<file path="config.mk">
export PLATFORM = sky130hd
export DESIGN_NAME = upbc_ulpi_ctrl
export DESIGN_NICKNAME = d
export VERILOG_FILES = /design/src/upbc_pkg.sv /design/src/upbc_ulpi_ctrl.sv
export VERILOG_INCLUDE_DIRS = /design/src
export SDC_FILE = /design/constraint.sdc
export NUM_CORES = 1
export LEC_CHECK = 0
export ABC_AREA = 1
export BUFFER_PORTS_ARGS = -buffer_cell sky130_fd_sc_hd__buf_4
export CAP_MARGIN = 20
export CORE_ASPECT_RATIO = 0.7
export CORE_MARGIN = 4
export CORE_UTILIZATION = 59
export DETAILED_ROUTE_END_ITERATION = 8
export PLACE_DENSITY_LB_ADDON = 0.25
export SYNTH_ARGS = -nofsm -noshare
export SYNTH_HDL_FRONTEND = slang
export SYNTH_SLANG_ARGS = --single-unit
</file>
<file path="constraint.sdc">
create_clock -name sys_clk_i -period 2.1 [get_ports sys_clk_i]
set_clock_uncertainty 0.1 [all_clocks]
set_input_delay 0.21 -clock sys_clk_i [delete_from_list [all_inputs] [get_ports sys_clk_i]]
set_output_delay 0.21 -clock sys_clk_i [all_outputs]
set_load 0.005 [all_outputs]
</file>
<file path="src/upbc_defines.svh">
// Constants for the transceiver-side ULPI bus control and reset block.
// Assumes inclusion by bare name from the package and the design file.
`ifndef UPBC_DEFINES_SVH
`define UPBC_DEFINES_SVH

// Clock and reset timing
`define UPBC_CLK_PERIOD_NS   25
`define UPBC_RESET_MIN_NS    1000
// Least time rounds up to whole cycles
`define UPBC_RESET_MIN_CYC \
  ((`UPBC_RESET_MIN_NS + `UPBC_CLK_PERIOD_NS - 1) / `UPBC_CLK_PERIOD_NS)
`define UPBC_RST_CNT_W       6

// Data path and buffer geometry
`define UPBC_DATA_W          8
`define UPBC_FIFO_DEPTH      8

// Bus value that means no command from the link
`define UPBC_BUS_IDLE        8'h00

`endif

</file>
<file path="src/upbc_pkg.sv">
// Types for the transceiver-side ULPI bus control and reset block.
// Assumes upbc_defines.svh is reachable on the include path.
`include "upbc_defines.svh"

package upbc_pkg;

  // Bus ownership sequencer
  typedef enum logic [2:0] {
    UPBC_LISTEN,
    UPBC_LINK_TX,
    UPBC_TURN_TO_PHY,
    UPBC_PHY_TX,
    UPBC_TURN_TO_LINK
  } upbc_state_t;

endpackage

</file>
<file path="src/upbc_ulpi_ctrl.sv">
// Transceiver-side ULPI bus ownership, stop handling, chip reset and
// reference clock selection, with an 8-word buffer on the send path.
// Assumes sys_clk_i is the interface clock shared with the link, so stop
// and bus data need no synchroniser; the chip reset pin is asynchronous.
`timescale 1ns/100ps
`default_nettype none
`include "upbc_defines.svh"

// Buffer with registered storage, honest full and empty, and a flush.
module upbc_fifo #(
  parameter int WIDTH = 8,
  parameter int DEPTH = 8
) (
  input  wire logic             sys_clk_i,
  input  wire logic             arst_n_i,
  input  wire logic             flush_i,
  input  wire logic             in_valid_i,
  input  wire logic [WIDTH-1:0] in_data_i,
  output logic                  in_ready_o,
  output logic                  out_valid_o,
  output logic      [WIDTH-1:0] out_data_o,
  input  wire logic             out_ready_i
);
  localparam int AW = $clog2(DEPTH);
  localparam int CW = $clog2(DEPTH + 1);

  logic [WIDTH-1:0] mem_reg [DEPTH];
  logic [AW-1:0]    wr_ptr_reg;
  logic [AW-1:0]    rd_ptr_reg;
  logic [CW-1:0]    count_reg;
  logic             push;
  logic             pop;

  // Handshakes straight from the fill level
  assign in_ready_o  = (count_reg != CW'(DEPTH));
  assign out_valid_o = (count_reg != '0);
  assign out_data_o  = mem_reg[rd_ptr_reg];
  assign push        = in_valid_i && in_ready_o;
  assign pop         = out_valid_o && out_ready_i;

  // Storage; contents need no reset, only the pointers and fill level do
  always_ff @(posedge sys_clk_i) begin
    if (push) begin
      mem_reg[wr_ptr_reg] <= in_data_i;
    end
  end

  // Pointers and fill level; flush drops everything queued
  always_ff @(posedge sys_clk_i or negedge arst_n_i) begin
    if (!arst_n_i) begin
      wr_ptr_reg <= '0;
      rd_ptr_reg <= '0;
      count_reg  <= '0;
    end else if (flush_i) begin
      wr_ptr_reg <= '0;
      rd_ptr_reg <= '0;
      count_reg  <= '0;
    end else begin
      if (push) begin
        wr_ptr_reg <= (wr_ptr_reg == AW'(DEPTH - 1)) ? '0 : wr_ptr_reg + 1'b1;
      end
      if (pop) begin
        rd_ptr_reg <= (rd_ptr_reg == AW'(DEPTH - 1)) ? '0 : rd_ptr_reg + 1'b1;
      end
      if (push && !pop) begin
        count_reg <= count_reg + 1'b1;
      end else if (pop && !push) begin
        count_reg <= count_reg - 1'b1;
      end
    end
  end
endmodule

// Function
// - With data to send, the transceiver drives direction high to own the bus.
// - With nothing to send, direction stays low, the bus is released and watched.
// - A stop during link transmit marks the previous cycle's byte as last.
// - While chip reset is low, every ULPI output is released (high impedance).
// - The chip reset pin is asynchronous and is synchronised before use.
// - Reset held low at least 1 us clears registers and state machines on release.
// - Clock-in mode takes the 60MHz clock directly; clock-out uses a reference; the defines assume a 25 ns (40MHz) clock.
// - Next high says the current link byte is taken; the link moves on next cycle.
// - Clock-out mode drives a 60MHz clock and launches signals on its rising edge; the defines time sys_clk_i at 25 ns (40MHz).
module upbc_ulpi_ctrl (
  input  wire logic       sys_clk_i,
  input  wire logic       arst_n_i,
  input  wire logic       active_low_chip_reset_n_i,
  input  wire logic       clock_in_mode_i,
  input  wire logic       ulpi_stop_i,
  input  wire logic [7:0] ulpi_data_i,
  output logic      [7:0] ulpi_data_o,
  output logic            ulpi_data_oe_o,
  output logic            ulpi_dir_o,
  output logic            ulpi_dir_oe_o,
  output logic            ulpi_next_o,
  output logic            ulpi_next_oe_o,
  output logic            interface_clock_output_en_o,
  output logic            reference_clock_bypass_o,
  output logic            core_reset_o,
  input  wire logic       send_valid_i,
  input  wire logic [7:0] send_data_i,
  output logic            send_ready_o,
  output logic            recv_valid_o,
  output logic      [7:0] recv_data_o,
  output logic            recv_last_o,
  input  wire logic       recv_ready_i
);
  import upbc_pkg::*;

  upbc_state_t                  state_reg;
  logic [2:0]                   rst_sync_reg;
  logic                         chip_run_reg;
  logic [`UPBC_RST_CNT_W-1:0]   low_cnt_reg;
  logic                         core_reset_reg;
  logic                         clock_in_reg;
  logic [7:0]                   held_byte_reg;
  logic                         held_valid_reg;
  logic [7:0]                   tx_byte_reg;
  logic                         tx_drive_reg;
  logic                         recv_valid_reg;
  logic [7:0]                   recv_data_reg;
  logic                         recv_last_reg;
  logic                         fifo_valid;
  logic [7:0]                   fifo_data;
  logic                         fifo_pop;
  logic                         link_take;
  logic                         flush;

  // Three-stage pin synchroniser; only stage 2 and 3 are looked at
  always_ff @(posedge sys_clk_i or negedge arst_n_i) begin
    if (!arst_n_i) begin
      rst_sync_reg <= 3'b000;
    end else begin
      rst_sync_reg <= {rst_sync_reg[1:0], active_low_chip_reset_n_i};
    end
  end

  // Run level changes only once two stages agree, filtering a glitch
  always_ff @(posedge sys_clk_i or negedge arst_n_i) begin
    if (!arst_n_i) begin
      chip_run_reg <= 1'b0;
    end else if (rst_sync_reg[1] == rst_sync_reg[2]) begin
      chip_run_reg <= rst_sync_reg[2];
    end
  end

  // Time the low phase; a short dip suspends but does not clear
  always_ff @(posedge sys_clk_i or negedge arst_n_i) begin
    if (!arst_n_i) begin
      low_cnt_reg    <= '0;
      core_reset_reg <= 1'b0;
    end else begin
      core_reset_reg <= 1'b0;
      if (!chip_run_reg) begin
        if (low_cnt_reg != `UPBC_RST_CNT_W'(`UPBC_RESET_MIN_CYC)) begin
          low_cnt_reg <= low_cnt_reg + 1'b1;
        end
      end else begin
        low_cnt_reg <= '0;
        if (low_cnt_reg == `UPBC_RST_CNT_W'(`UPBC_RESET_MIN_CYC)) begin
          core_reset_reg <= 1'b1;
        end
      end
    end
  end

  // Clock mode strap caught while suspended, held while running
  always_ff @(posedge sys_clk_i or negedge arst_n_i) begin
    if (!arst_n_i) begin
      clock_in_reg <= 1'b0;
    end else if (!chip_run_reg) begin
      clock_in_reg <= clock_in_mode_i;
    end
  end

  // Clock-out pad launches on the rising edge of this same clock
  assign interface_clock_output_en_o = chip_run_reg && !clock_in_reg;
  assign reference_clock_bypass_o    = clock_in_reg;
  assign core_reset_o                = core_reset_reg;

  // Everything queued or half-received dies with a suspend
  assign flush = !chip_run_reg || core_reset_reg;

  upbc_fifo #(
    .WIDTH (`UPBC_DATA_W),
    .DEPTH (`UPBC_FIFO_DEPTH)
  ) u_fifo (
    .sys_clk_i   (sys_clk_i),
    .arst_n_i    (arst_n_i),
    .flush_i     (flush),
    .in_valid_i  (send_valid_i),
    .in_data_i   (send_data_i),
    .in_ready_o  (send_ready_o),
    .out_valid_o (fifo_valid),
    .out_data_o  (fifo_data),
    .out_ready_i (fifo_pop)
  );

  // Pop a byte each cycle it can be launched onto the owned bus
  assign fifo_pop  = (state_reg == UPBC_PHY_TX) && fifo_valid && !ulpi_stop_i;
  // Accept link bytes only when the receiver can take one
  assign link_take = (state_reg == UPBC_LINK_TX) && recv_ready_i
                     && !ulpi_stop_i;

  // Ownership sequencer; a turnaround cycle sits at every direction flip
  always_ff @(posedge sys_clk_i or negedge arst_n_i) begin
    if (!arst_n_i) begin
      state_reg <= UPBC_LISTEN;
    end else if (flush) begin
      state_reg <= UPBC_LISTEN;
    end else begin
      unique case (state_reg)
        UPBC_LISTEN: begin
          if (ulpi_data_i != `UPBC_BUS_IDLE) begin
            state_reg <= UPBC_LINK_TX;
          end else if (fifo_valid) begin
            state_reg <= UPBC_TURN_TO_PHY;
          end
        end
        UPBC_LINK_TX: begin
          if (ulpi_stop_i) begin
            state_reg <= UPBC_LISTEN;
          end
        end
        UPBC_TURN_TO_PHY: begin
          state_reg <= UPBC_PHY_TX;
        end
        UPBC_PHY_TX: begin
          // Link stop or empty buffer hands the bus back
          if (ulpi_stop_i || !fifo_valid) begin
            state_reg <= UPBC_TURN_TO_LINK;
          end
        end
        UPBC_TURN_TO_LINK: begin
          state_reg <= UPBC_LISTEN;
        end
      endcase
    end
  end

  // Launch register so bus data always leaves a flip-flop
  always_ff @(posedge sys_clk_i or negedge arst_n_i) begin
    if (!arst_n_i) begin
      tx_byte_reg  <= 8'h00;
      tx_drive_reg <= 1'b0;
    end else begin
      tx_byte_reg  <= fifo_pop ? fifo_data : 8'h00;
      tx_drive_reg <= fifo_pop;
    end
  end

  // One byte held back until the next one or a stop settles its end
  always_ff @(posedge sys_clk_i or negedge arst_n_i) begin
    if (!arst_n_i) begin
      held_byte_reg  <= 8'h00;
      held_valid_reg <= 1'b0;
      recv_valid_reg <= 1'b0;
      recv_data_reg  <= 8'h00;
      recv_last_reg  <= 1'b0;
    end else begin
      recv_valid_reg <= 1'b0;
      recv_last_reg  <= 1'b0;
      if (flush) begin
        held_valid_reg <= 1'b0;
      end else if (state_reg == UPBC_LINK_TX && ulpi_stop_i) begin
        // Byte seen in the previous cycle closes the packet
        recv_valid_reg <= held_valid_reg;
        recv_data_reg  <= held_byte_reg;
        recv_last_reg  <= held_valid_reg;
        held_valid_reg <= 1'b0;
      end else if (link_take) begin
        recv_valid_reg <= held_valid_reg;
        recv_data_reg  <= held_byte_reg;
        held_byte_reg  <= ulpi_data_i;
        held_valid_reg <= 1'b1;
      end
    end
  end

  // Direction high only in the owned and turn-to-phy phases
  assign ulpi_dir_o     = (state_reg == UPBC_TURN_TO_PHY)
                          || (state_reg == UPBC_PHY_TX);
  // Data driven only after the turnaround, never while listening
  assign ulpi_data_oe_o = chip_run_reg && ulpi_dir_o
                          && (state_reg != UPBC_TURN_TO_PHY);
  assign ulpi_data_o    = tx_byte_reg;
  // Next flags an accepted link byte, or a valid byte while sending
  assign ulpi_next_o    = link_take || (tx_drive_reg
                          && state_reg != UPBC_TURN_TO_PHY);
  // All ULPI outputs released while suspended
  assign ulpi_dir_oe_o  = chip_run_reg;
  assign ulpi_next_oe_o = chip_run_reg;

  assign recv_valid_o = recv_valid_reg;
  assign recv_data_o  = recv_data_reg;
  assign recv_last_o  = recv_last_reg;
endmodule
`default_nettype wire

</file>
Word-level counts from Yosys, hierarchy flattened
Memories as Yosys holds them, arrays and structs flattened.
Index checks and enable logic that the tools add are counted.
{"block": "word_totals", "in_bits": 23, "elab_cells": 105, "output_inout_bits": 27, "ff_bits": 53, "memories": 1, "ramBits": 64}
{"name": "u_fifo.mem_reg", "depth": 8, "width": 8, "read_ports": 1, "rd_clocked_by_memory_dff": 0, "wr": 1, "line_no": "upbc_ulpi_ctrl.sv:27", "rtl": "logic [WIDTH-1:0] mem_reg [DEPTH];"}
{"block": "classes", "bitwise": 2, "mux": 32, "addsub": 5, "eq_ne": 14, "reduce_logical": 35}
{"operator": "$mux 3", "n": 11}
{"operator": "$mux 8", "n": 3}
{"operator": "$pmux 3 s5", "n": 1}
{"operator": "$logic_and 1x1->1", "n": 13}
{"operator": "$mux 1", "n": 12}
{"operator": "$mux 4", "n": 3}
{"operator": "$mux 6", "n": 2}
{"operator": "$eq 3x3->1 const B", "n": 3}
{"operator": "$ne 4x4->1 const B", "n": 2}
{"operator": "$reduce_bool 2->1", "n": 4}
{"operator": "$reduce_bool 8->1", "n": 1}
{"operator": "$add 3x1->3 const B", "n": 2}
{"operator": "$add 6x1->6 const B", "n": 1}
{"operator": "$eq 3x2->1 const B", "n": 2}
{"operator": "$eq 6x6->1 const B", "n": 1}
{"operator": "$logic_not 1->1", "n": 6}
{"operator": "$ne 3x2->1 const B", "n": 2}
{"operator": "$ne 6x6->1 const B", "n": 1}
{"operator": "$reduce_and 3->1", "n": 2}
{"operator": "$reduce_bool 3->1", "n": 2}
{"operator": "$add 4x1->4 const B", "n": 1}
{"operator": "$logic_or 1x1->1", "n": 4}
{"operator": "$reduce_bool 4->1", "n": 1}
{"operator": "$sub 4x1->4 const B", "n": 1}
{"operator": "6 further kinds", "n": 7}

Logic depth before layout (Yosys ltp)
Gate-level depths: netlist of run 1.
{"block": "depth", "word_depth": 8, "depth_mapped": 10, "mapped_depth_nobuf": 10}

By module
From an unflattened synthesis of run 1, not the netlist that was laid out.
{"block": "unflattened", "cells_unflattened": 470, "area_unflattened_um2": 4976.0}
{"mod": "upbc_fifo", "instances": 1, "area_per_inst_um2": 3155.5, "cells_per_inst": 272, "seq_area_each_um2": 2172.1}
{"mod": "upbc_ulpi_ctrl", "instances": 1, "area_per_inst_um2": 1820.5, "cells_per_inst": 198, "seq_area_each_um2": 1076.0}

Worst setup path before layout of run 1
Ideal clock, no wire load.
{"block": "synth_path", "path_kind": "flip-flop to flip-flop", "start": "register u_fifo.count_reg[0]", "end": "register u_fifo.count_reg[3]", "synth_period_minus_slack_ns": 1.840, "required_ns": 1.883, "path_buffers": 0, "setup_ns": 0.117, "t_arrival_ns": 1.623, "stages_incl_launch_ff": 11, "path_slack_ns": 0.260, "cell_sequence": "dfrtp_1 -> nor2_4 -> nand2_2 -> nand3_4 -> nand2_4 -> ha_1 -> a21o_1 -> a21oi_1 -> nand3_1 -> nand3_1 -> nand2_1"}
{"block": "synth_between", "elab_chain_cells": 8, "elab_cells_between_ends": 16, "cone_classes": "add/sub (2); eq/ne (1); mux (3); reduce/logical (10)"}
{"item": "start, declared", "line_no": "upbc_ulpi_ctrl.sv:30", "rtl": "logic [CW-1:0] count_reg;"}
{"item": "start signal, assigned", "line_no": "upbc_ulpi_ctrl.sv:66", "rtl": "count_reg <= count_reg + 1'b1;"}
{"item": "start signal, assigned", "line_no": "upbc_ulpi_ctrl.sv:68", "rtl": "count_reg <= count_reg - 1'b1;"}
{"item": "parallel branches: the longest is 8 deep, another holds $sub 4x1->4"}
Parallel ways; which one is timed is not known. The select of a mux whose other input is x is not followed.
A chain may end at the register's enable or synchronous reset.

Worst setup path in the final report of run 1
{"block": "layout_path", "start": "register state_reg[1]", "end": "output port ulpi_next_o"}
{"block": "layout_between", "elab_chain_cells": 4, "elab_cells_between_ends": 6, "cone_classes": "eq/ne (2); reduce/logical (4)"}
{"item": "start, declared", "line_no": "upbc_ulpi_ctrl.sv:110", "rtl": "upbc_state_t state_reg;"}
{"item": "start signal, assigned", "line_no": "upbc_ulpi_ctrl.sv:208", "rtl": "state_reg <= UPBC_LISTEN;"}
{"item": "start signal, assigned", "line_no": "upbc_ulpi_ctrl.sv:210", "rtl": "state_reg <= UPBC_LISTEN;"}
{"item": "start signal, assigned", "line_no": "upbc_ulpi_ctrl.sv:215", "rtl": "state_reg <= UPBC_LINK_TX;"}
{"item": "$eq 3x1->1", "line_no": "upbc_ulpi_ctrl.sv:202", "rtl": "assign link_take = (state_reg == UPBC_LINK_TX) && recv_ready_i"}
{"item": "$logic_and 1x1->1", "line_no": "upbc_ulpi_ctrl.sv:202"}
{"item": "$logic_and 1x1->1", "line_no": "upbc_ulpi_ctrl.sv:203", "rtl": "&& !ulpi_stop_i;"}
{"item": "$logic_or 1x1->1 *", "line_no": "upbc_ulpi_ctrl.sv:288", "rtl": "assign ulpi_next_o = link_take || (tx_drive_reg"}
{"item": "end, declared", "line_no": "upbc_ulpi_ctrl.sv:95", "rtl": "output logic ulpi_next_o,"}
Mark *: on every way between the ends. The rest lies on a longest branch, timed or not.

==> results of run 1 <==
## repair_timing
item,in CTS,in global routing
resized for setup,0,1
endpoints found under the hold margin,127,0
hold buffers,19,0
setup endpoints to repair,0,1
## where the power goes
| part | switching, mW | leakage, nW | internal, mW |
|---|---|---|---|
| Sequential | 0.150 | 1.28 | 2.68 |
| Clock | 0.950 | 0.313 | 2.09 |
| Combinational | 0.703 | 1.20 | 0.500 |
## layer usage
| layer | share of wire, % | wire (µm) | up-vias |
|---|---|---|---|
| met1 | 43 | 4740 | 1739 |
| met5 | 0 | 0 | - |
| li1 | - | - | 1746 |
| met2 | 46 | 5150 | 179 |
| met4 | 2.5 | 282 | 0 |
| met3 | 8.3 | 915 | 27 |
## logic make-up after synthesis
| family | count (synthesis) | share of synthesized area (%) |
|---|---|---|
| xor+xnor | 3 | 0.520 |
| compound gates | 73 | 9.26 |
| fa+ha+maj | 10 | 2.57 |
| buf+inv | 59 | 5.08 |
| simple gates | 200 | 18.3 |
| flops | 117 | 64.3 |
## worst paths after layout
check | startpoint | endpoint | slack [ps] | cells past startpoint
hold / removal | ulpi_data_i[1] | held_byte_reg[1]$_DFFE_PN0P_ | 20 | 3
setup reg to reg | u_fifo.count_reg[0]$_DFFE_PN0P_ | u_fifo.count_reg[3]$_DFFE_PN0P_ | 90 | 10
min in group asynchronous | arst_n_i | reference_clock_bypass_o$_DFFE_PN0N_ | 290 | 2
setup / recovery | state_reg[1]$_DFFE_PN0P_ | ulpi_next_o | 70 | 5
hold reg to reg | rst_sync_reg[0]$_DFF_PN0_ | rst_sync_reg[1]$_DFF_PN0_ | 250 | 0
max in group asynchronous | arst_n_i | held_byte_reg[2]$_DFFE_PN0P_ | 1130 | 2
## critical path, cell delays in order (launching register included)
cell	delay, ps
dfrtp_1	370
buf_4	160
nor3_4	310
nand2_1	130
o21ai_0	200
buf_4	150
## synthesized netlist by cell type, types with 3 or more instances
master,number
inv_2,4
nand2_1,77
nand3_1,36
o21ai_2,16
nand4_1,4
nor3_1,13
inv_1,38
buf_2,7
o21ai_0,26
buf_6,3
nor2_1,57
o21ai_1,3
nand2_2,3
ha_1,8
edfxtp_1,64
clkbuf_1,4
dfrtp_1,53
a21oi_1,21
## area by class of cell
| class | count | area share (%) |
|---|---|---|
| well taps | 101 | 1.97 |
| inverters | 43 | 2.51 |
| repair buffers | 86 | 11.0 |
| clock inverters | 10 | 2.34 |
| multi-input cells | 286 | 24.2 |
| flip-flops and latches | 117 | 50.5 |
| clock buffers | 22 | 7.53 |
==> impl_results.md, run 1 <==
- Die height: 85.4 µm
- Hpwl dp: 6810 µm
- Slack of the critical path: 74.8 ps
- Wire per inst: 16.7 µm
- Root Buffer Master: clkbuf_16
- Initial core utilization: 62.3%
- Cell count after synthesis: 462
- Clock transition at path regs: 50 ps
- Leading post-synthesis cells by cell area: edfxtp_1 38%, dfrtp_1 26%, nand2_1 5.7%
- Placer Congestion: 0.837
- DIE WIDTH: 119 µm
- Setup Fix Bufs, Post-CTS: 0
- Drt pass-1 iters: 5
- Post-synth top area cell: edfxtp_1
- Tot Pwr: 7.08 mW
- Rel. slew slack: 53.5%
- Port-buffer cells: 49
- Grt met3 use: 7.20%
- Crit start category: flip-flop
- Antenna Nets Post-Route: 0
- Crit path max fanout: 5
- Async S/R FF share, synth: 45.3%
- GRT busiest layer: met2
- EDFF count, synth: 64
- Final hold slack: 19.3 ps
- Setup TNS Final: 0 ps
- Area grow syn2layout: 27.2%
- Final worst path period share: 96.4%
- Crit path required time: 1790 ps
- Clock buffer depth: 2
- GR met1 Demand/Resource: 30.9%
- Outcome: finished clean
- Synth Flop Type: edfxtp_1
- Worst-Skew Late Latency: 410 ps
- CTS sink cnt: 117
- Cell Area, Placed: 5600 µm²
- Fill count: 491
- Area of the multi-input gates: 1550 µm²
- Ys Warns: 0
- FF+latch count, synth: 117
- Post-layout util: 79.3%
- Share of layout cells above drive strength 1: 23.2%
- Largest net degree at the start of global routing: 54
- Design Area, Final: 6430 µm²
- Synth Net Count: 494
- Min-Delay Path Class: in -> reg
- VDD IR max: 0.000806 V
- H-tree levels: 4
- Initial antenna violation count: 0
- Slew Limit Fails: 0
- Static Leakage: 2.79 nW
- Initial DRC count: 368
- Max-cap violations: 0
- RSZ-0062 raised after global routing: no
- Pre-CTS setup slack: 119 ps
- Largest register FFs: 64
- # setup viols final: 0
- DRC: 0
- Core area: 8110 µm²
- Fin. Hold Viols: 0
- Die area: 10100 µm²
- TritonCTS Buffers: 17
- Most frequent cells in the layout: 77 x nand2_1, 66 x buf_4, 64 x edfxtp_1
- Gr usage total: 23.8%
- NumNets Final: 583
- Leading cell type in the layout, fill and taps excluded: nand2_1
- Avg Cell Area, Syn: 10.9 µm²
- ANT cells: 0
- Worst slew pin tran: 698 ps
- Register area: 3250 µm²
- Fmax: 494 MHz
- CTS tree: done
- Pwr dens: 1100 nW/µm²
- Final Non-Filler Cells: 665
- Via count: 3691
- Synth top area share: 38.0%
- Minimum clock period: 2030 ps
- CP Capture Type: output pin
- Global-route wire length before repair: 18400 µm
- Met2 usage: 37.2%
- Vias in the first global route: 3705
- Vias per cell: 5.55
- Worst Setup Path Type: reg -> out
- Crit path DAT: 1720 ps
- Synth Cell Area: 5050 µm²
- Count of cell types in the netlist: 41
- Inst Count DP: 614
- Grt total ovfl: 0
- # rows: 27
- WL final: 11100 µm
- Seq/Total Area, Yosys: 64.3%
- Top-level I/O count: 50
(Power assumes the default switching activity.)
==> run 2, diff against run 1 <==
- BUFFER_PORTS_ARGS: -buffer_cell sky130_fd_sc_hd__buf_4 -> default
- CORE_UTILIZATION: 59 -> 63
- DONT_BUFFER_PORTS: default -> 1
==> run 2 against run 1 <==
Compared with the run above: fmax down 2.4%; die area is 5.8% lower; non-clock buffer count is 42 lower; via count is 4.6% lower; wire length is 1.3% lower; design area is 4.9% lower; clock power shrank 5%; sequential power about the same; count of clock-buffer cells in the layout is 1 higher; utilization decreased by 1.3 points; flip-flop and latch count unchanged; critical endpoint is now u_fifo.count_reg[3]$_DFFE_PN0P_; largest cell class unchanged.
==> impl_results.md, run 2 (synthesis results as in run 1) <==
- Clock Power Share: 42.3% (was 43.0%)
- Setup TNS Final: 0 ps (unchanged)
- Wire per inst: 17.6 µm (was 16.7 µm)
- Crit start category: flip-flop (unchanged)
- Post-layout util: 78.0% (was 79.3%)
- Flop pwr share: 41.7% (was 40.0%)
- WL final: 10900 µm (was 11100 µm)
- Gate power share: 16.0% (was 17.0%)
- Initial antenna violation count: 0 (unchanged)
- Share of layout cells above drive strength 1: 17.0% (was 23.2%)
- Crit path required time: 2280 ps (was 1790 ps)
- WHS Endpoint: held_byte_reg[0]$_DFFE_PN0P_ (was held_byte_reg[1]$_DFFE_PN0P_)
- Slew Limit Fails: 0 (unchanged)
- DRC: 0 (unchanged)
- Global-route wire length before repair: 18000 µm (was 18400 µm)
- Area of the multi-input gates: 1550 µm² (unchanged)
- VDD IR max: 0.000874 V (was 0.000806 V)
- HP Start: recv_ready_i (was ulpi_data_i[1])
- Vias in the first global route: 3531 (was 3705)
- Final worst path period share: 98.8% (was 96.4%)
- CP Capture Type: flip-flop (was output pin)
- Initial DRC count: 368 (unchanged)
- NumNets Final: 541 (was 583)
- Largest register FFs: 64 (unchanged)
- Area grow syn2layout: 21.0% (was 27.2%)
- Pwr dens: 1120 nW/µm² (was 1100 nW/µm²)
- Drt pass-1 iters: 5 (unchanged)
- Die height: 82.9 µm (was 85.4 µm)
- Max-cap violations: 0 (unchanged)
- Crit path DAT: 2260 ps (was 1720 ps)
- Initial core utilization: 64.5% (was 62.3%)
- Minimum clock period: 2080 ps (was 2030 ps)
- # rows: 27 (unchanged)
- Register area: 3250 µm² (about the same)
- Clock transition at path regs: 50 ps (about the same)
- H-tree levels: 4 (unchanged)
- Most frequent cells in the layout: 77 x nand2_1, 64 x edfxtp_1, 57 x nor2_1 (was 77 x nand2_1, 66 x buf_4, 64 x edfxtp_1)
- CTS tree: done (unchanged)
- Top-level I/O count: 50 (unchanged)
- Vias per cell: 5.65 (was 5.55)
- Fill count: 436 (was 491)
- Worst Setup Path Type: reg -> reg (was reg -> out)
- Fin. Hold Viols: 0 (unchanged)
- Fmax: 482 MHz (was 494 MHz)
- Outcome: finished clean (unchanged)
- Cell Area, Placed: 5200 µm² (was 5600 µm²)
- Clock buffer depth: 2 (unchanged)
- Leading cell type in the layout, fill and taps excluded: nand2_1 (unchanged)
- Die area: 9540 µm² (was 10100 µm²)
- Via count: 3520 (was 3691)
- Grt total ovfl: 0 (unchanged)
- Design Area, Final: 6110 µm² (was 6430 µm²)
- Port-buffer cells: 0 (was 49)
- Antenna Nets Post-Route: 0 (unchanged)
- Net Switching: 1.82 mW (was 1.80 mW)
- Hold Path Cell Cnt: 2 (was 3)
- Worst r2r path cells: 10 (unchanged)
- Switching Fraction: 26.5% (was 25.5%)
- Min-Delay Path Class: in -> reg (unchanged)
- R2R Setup Slk: 20 ps (was 90 ps)
- # setup viols final: 0 (unchanged)
- Placer Congestion: 0.801 (was 0.837)
- Static Leakage: 2.56 nW (was 2.79 nW)
- P_int: 5.04 mW (was 5.28 mW)
- Root Buffer Master: clkbuf_16 (unchanged)
- Crit path max fanout: 4 (was 5)
- TritonCTS Buffers: 17 (unchanged)
- Worst R2R End: u_fifo.count_reg[3]$_DFFE_PN0P_ (unchanged)
- Worst slew pin tran: 584 ps (was 698 ps)
- R2r startpoint: u_fifo.count_reg[2]$_DFFE_PN0P_ (was u_fifo.count_reg[0]$_DFFE_PN0P_)
- Hpwl dp: 6240 µm (was 6810 µm)
- DIE WIDTH: 115 µm (was 119 µm)
- Rel. slew slack: 60.9% (was 53.5%)
- Core area: 7840 µm² (was 8110 µm²)
- Worst-Skew Late Latency: 410 ps (about the same)
- Largest net degree at the start of global routing: 54 (unchanged)
- CTS sink cnt: 117 (unchanged)
- Gr usage total: 24.9% (was 23.8%)
- Critical Path Source: u_fifo.count_reg[2]$_DFFE_PN0P_ (was state_reg[1]$_DFFE_PN0P_)
- ANT cells: 0 (unchanged)
-- run 2: cell count changes in the layout (fill, tap and decap cells not counted) --
cell / before / now
buf_16: 0 / 1
clkbuf_8: 4 / 2
clkinvlp_4: 0 / 1
clkbuf_1: 1 / 4
buf_12: 1 / 2
dfrtp_2: 0 / 2
buf_4: 66 / 20
clkinv_2: 2 / 4
clkinv_1: 4 / 1
bufinv_16: 4 / 3
dfrtp_1: 53 / 51
dlygate4sd3_1: 19 / 21
-- run 2: final cells by class --
cell class              count  share of cell area (%)
repair buffers             44                    7.00
well taps                 101                    2.07
clock inverters             9                    2.07
inverters                  43                    2.64
clock buffers              23                    7.65
multi-input cells         286                    25.4
flip-flops and latches    117                    53.2
-- run 2: what timing repair did --
item                                    in CTS  in global routing
endpoints found under the hold margin      132                  0
pin swaps                                    2                  3
hold buffers                                22                  0
gates resized for setup                      0                  3
setup buffers                                1                  7
endpoints found under the setup margin       1                  1
-- run 2: worst max-delay path, cell delays in order, from the launching register on --
cell and delay [ps]:
dfrtp_2 440, nor2_1 170, nand2_2 130, nand3_4 100, nand2_4 70, ha_1 280
a21o_1 190, a21oi_2 180, nand3_1 110, nand3_1 110, nand2_1 70
-- run 2: routing by layer --
layer,up-vias,wire (µm),global-route usage (%)
met1,1662,4420,34.6
met3,23,1050,7.65
met2,171,5260,37.5
li1,1664,-,-
met4,0,216,8.85
met5,-,0,0
-- run 2: worst max-delay path by stage --
stage,to,depth (start not counted)
floorplan,u_fifo.count_reg[3]$_DFFE_PN0P_,10
global placement,u_fifo.count_reg[3]$_DFFE_PN0P_,10
detailed placement,u_fifo.count_reg[3]$_DFFE_PN0P_,10
CTS,u_fifo.count_reg[3]$_DFFE_PN0P_,10
global route,u_fifo.count_reg[3]$_DFFE_PN0P_,10
finish,u_fifo.count_reg[3]$_DFFE_PN0P_,10
-- run 2: through the flow --
step / power [mW] / hold WS, ps / worst slack [ps] / cells
final: 6.86 / 30.9 / 24.7 / 623
after global routing: 7.18 / 38.5 / -23.5 / 623
after CTS: 6.77 / 18.2 / 3.46 / 616
after detailed placement: 3.80 / -184 / 118 / 561
after global placement: 3.75 / -184 / 202 / 561
after floorplan: 3.59 / -186 / 260 / 462
-- run 2: power by group through the flow --
stage	combinational (mW)	sequential (mW)	clock (mW)
after floorplan	0.739	2.85	0
after global placement	0.871	2.88	0
after detailed placement	0.908	2.89	0
after CTS	1.00	2.86	2.91
after global routing	1.24	2.88	3.06
final	1.10	2.86	2.90
==> run 3, diff against run 2 <==
- CORE_UTILIZATION: 63 -> 50
==> run 3 against run 2 <==
Compared with the run above: global-route usage decreased by 5.3 points; worst setup slack better by 80 ps; sequential power hardly changed; die area up 24%; non-clock buffer count is 1 lower; cell count increased by 4.2%; sequential share of layout area decreased by 0.30 points; critical path type unchanged; critical endpoint unchanged; largest cell class unchanged; largest power group unchanged.
==> impl_results.md, run 3 (synthesis results as in run 1) <==
- Outcome: finished clean (unchanged)
- Met2 usage: 29.2% (was 37.5%)
- Setup TNS Final: 0 ps (unchanged)
- VDD IR max: 0.00103 V (was 0.000874 V)
- DIE WIDTH: 128 µm (was 115 µm)
- Fill count: 743 (was 436)
- Crit path max fanout: 8 (was 4)
- TritonCTS Buffers: 17 (unchanged)
- Design Area, Final: 6140 µm² (was 6110 µm²)
- CP Capture Type: flip-flop (unchanged)
- Die height: 92.1 µm (was 82.9 µm)
- Min-Delay Path Class: in -> reg (unchanged)
- Slew Limit Fails: 0 (unchanged)
- ANT cells: 0 (unchanged)
- Gr usage total: 19.7% (was 24.9%)
- Antenna Nets Post-Route: 0 (unchanged)
- Clock transition at path regs: 60 ps (was 50 ps)
- Post-CTS sizing: 0 (unchanged)
- Initial core utilization: 51.8% (was 64.5%)
- H-tree levels: 4 (unchanged)
- Die area: 11800 µm² (was 9540 µm²)
- Largest net degree at the start of global routing: 54 (unchanged)
- Grt met3 use: 5.41% (was 7.65%)
- Vias in the first global route: 3419 (was 3531)
- Placer Congestion: 0.751 (was 0.801)
- Via count: 3439 (was 3520)
- Post-layout util: 62.9% (was 78.0%)
- Fmax: 501 MHz (was 482 MHz)
- GR met1 Demand/Resource: 27.9% (was 34.6%)
- Share of layout cells above drive strength 1: 16.9% (was 17.0%)
- Initial antenna violation count: 0 (unchanged)
- Drt pass-1 iters: 5 (unchanged)
- Max-cap violations: 0 (unchanged)
- Clock buffer depth: 2 (unchanged)
- Wire per inst: 16.3 µm (was 17.6 µm)
- Slack of the critical path: 105 ps (was 24.7 ps)
- RSZ-0062 raised after global routing: no
- Pre-CTS setup slack: 124 ps (was 118 ps)
- Crit start category: flip-flop (unchanged)
- WL final: 10600 µm (was 10900 µm)
- Most frequent cells in the layout: 77 x nand2_1, 64 x edfxtp_1, 57 x nor2_1 (unchanged)
- Worst Setup Path Type: reg -> reg (unchanged)
- Port-buffer cells: 0 (unchanged)
- Area grow syn2layout: 21.6% (was 21.0%)
- Cell Area, Placed: 5280 µm² (was 5200 µm²)
- Core area: 9760 µm² (was 7840 µm²)
- CTS tree: done (unchanged)
- Minimum clock period: 2000 ps (was 2080 ps)
- # setup viols final: 0 (unchanged)
- Largest register FFs: 64 (unchanged)
- Vias per cell: 5.30 (was 5.65)
- Crit path required time: 2290 ps (was 2280 ps)
- Crit path DAT: 2190 ps (was 2260 ps)
- Final worst path period share: 95.0% (was 98.8%)
- CTS sink cnt: 117 (unchanged)
- Rel. slew slack: 61.8% (was 60.9%)
- Grt total ovfl: 0 (unchanged)
- Worst-Skew Late Latency: 410 ps (about the same)
- # rows: 30 (was 27)
- NumNets Final: 540 (was 541)
- Pwr dens: 1120 nW/µm² (about the same)
- Worst slew pin tran: 571 ps (was 584 ps)
- Leading cell type in the layout, fill and taps excluded: nand2_1 (unchanged)
- Global-route wire length before repair: 17500 µm (was 18000 µm)
- Static Leakage: 2.56 nW (about the same)
- Hpwl dp: 6910 µm (was 6240 µm)
- Hold_buf cts: 22 (unchanged)
- Root Buffer Master: clkbuf_16 (unchanged)
- GRT busiest layer: met2 (unchanged)
- Initial DRC count: 253 (was 368)
- Setup Fix Bufs, Post-CTS: 0 (was 1)
- DRC: 0 (unchanged)
- Top-level I/O count: 50 (unchanged)
- Fin. Hold Viols: 0 (unchanged)
## run 3: area by class of cell
type                    instances  area [µm²]  share of cell area (%)
inverters                      43         161                    2.63
flip-flops and latches        117        3250                    52.9
repair buffers                 43         395                    6.44
clock inverters                14         200                    3.26
multi-input cells             286        1550                    25.2
well taps                     128         160                    2.61
clock buffers                  18         429                    6.99
## run 3: final timing paths
| check | cells after the start | start | slack [ps] | to |
|---|---|---|---|---|
| setup / recovery | 10 | u_fifo.count_reg[0]$_DFFE_PN0P_ | 100 | u_fifo.count_reg[3]$_DFFE_PN0P_ |
| max in group asynchronous | 2 | arst_n_i | 1420 | recv_data_o[3]$_DFFE_PN0P_ |
| setup reg to reg | 10 | u_fifo.count_reg[0]$_DFFE_PN0P_ | 100 | u_fifo.count_reg[3]$_DFFE_PN0P_ |
| min in group asynchronous | 2 | arst_n_i | 230 | rst_sync_reg[1]$_DFF_PN0_ |
| hold reg to reg | 0 | rst_sync_reg[0]$_DFF_PN0_ | 250 | rst_sync_reg[1]$_DFF_PN0_ |
| hold / removal | 4 | send_valid_i | 30 | u_fifo.count_reg[3]$_DFFE_PN0P_ |
## run 3: metrics by stage
stage	cells	power (mW)	hold slack, ps
after CTS	649	6.98	11.0
after global routing	649	7.25	49.4
after global placement	595	3.79	-184
after floorplan	462	3.59	-186
final	649	6.91	28.0
after detailed placement	595	3.84	-183
## run 3: power breakdown
group | switching [mW] | internal, mW
registers | 0.167 | 2.68
clock network | 1.05 | 2.00
logic | 0.634 | 0.377
## run 3: critical path, cell delays in order (launching register included)
cell and delay, ps:
dfrtp_1 420, nor2_4 200, nand2_2 120, nand3_4 90, nand2_4 90, ha_1 280
a21o_1 180, a21oi_1 160, nand3_1 100, nand3_1 80, nand2_1 50
## run 3: layer usage
metal,vias up,routed length [µm]
li1,1663,-
met1,1655,4940
met2,108,4840
met3,13,710
met4,0,119
met5,-,0
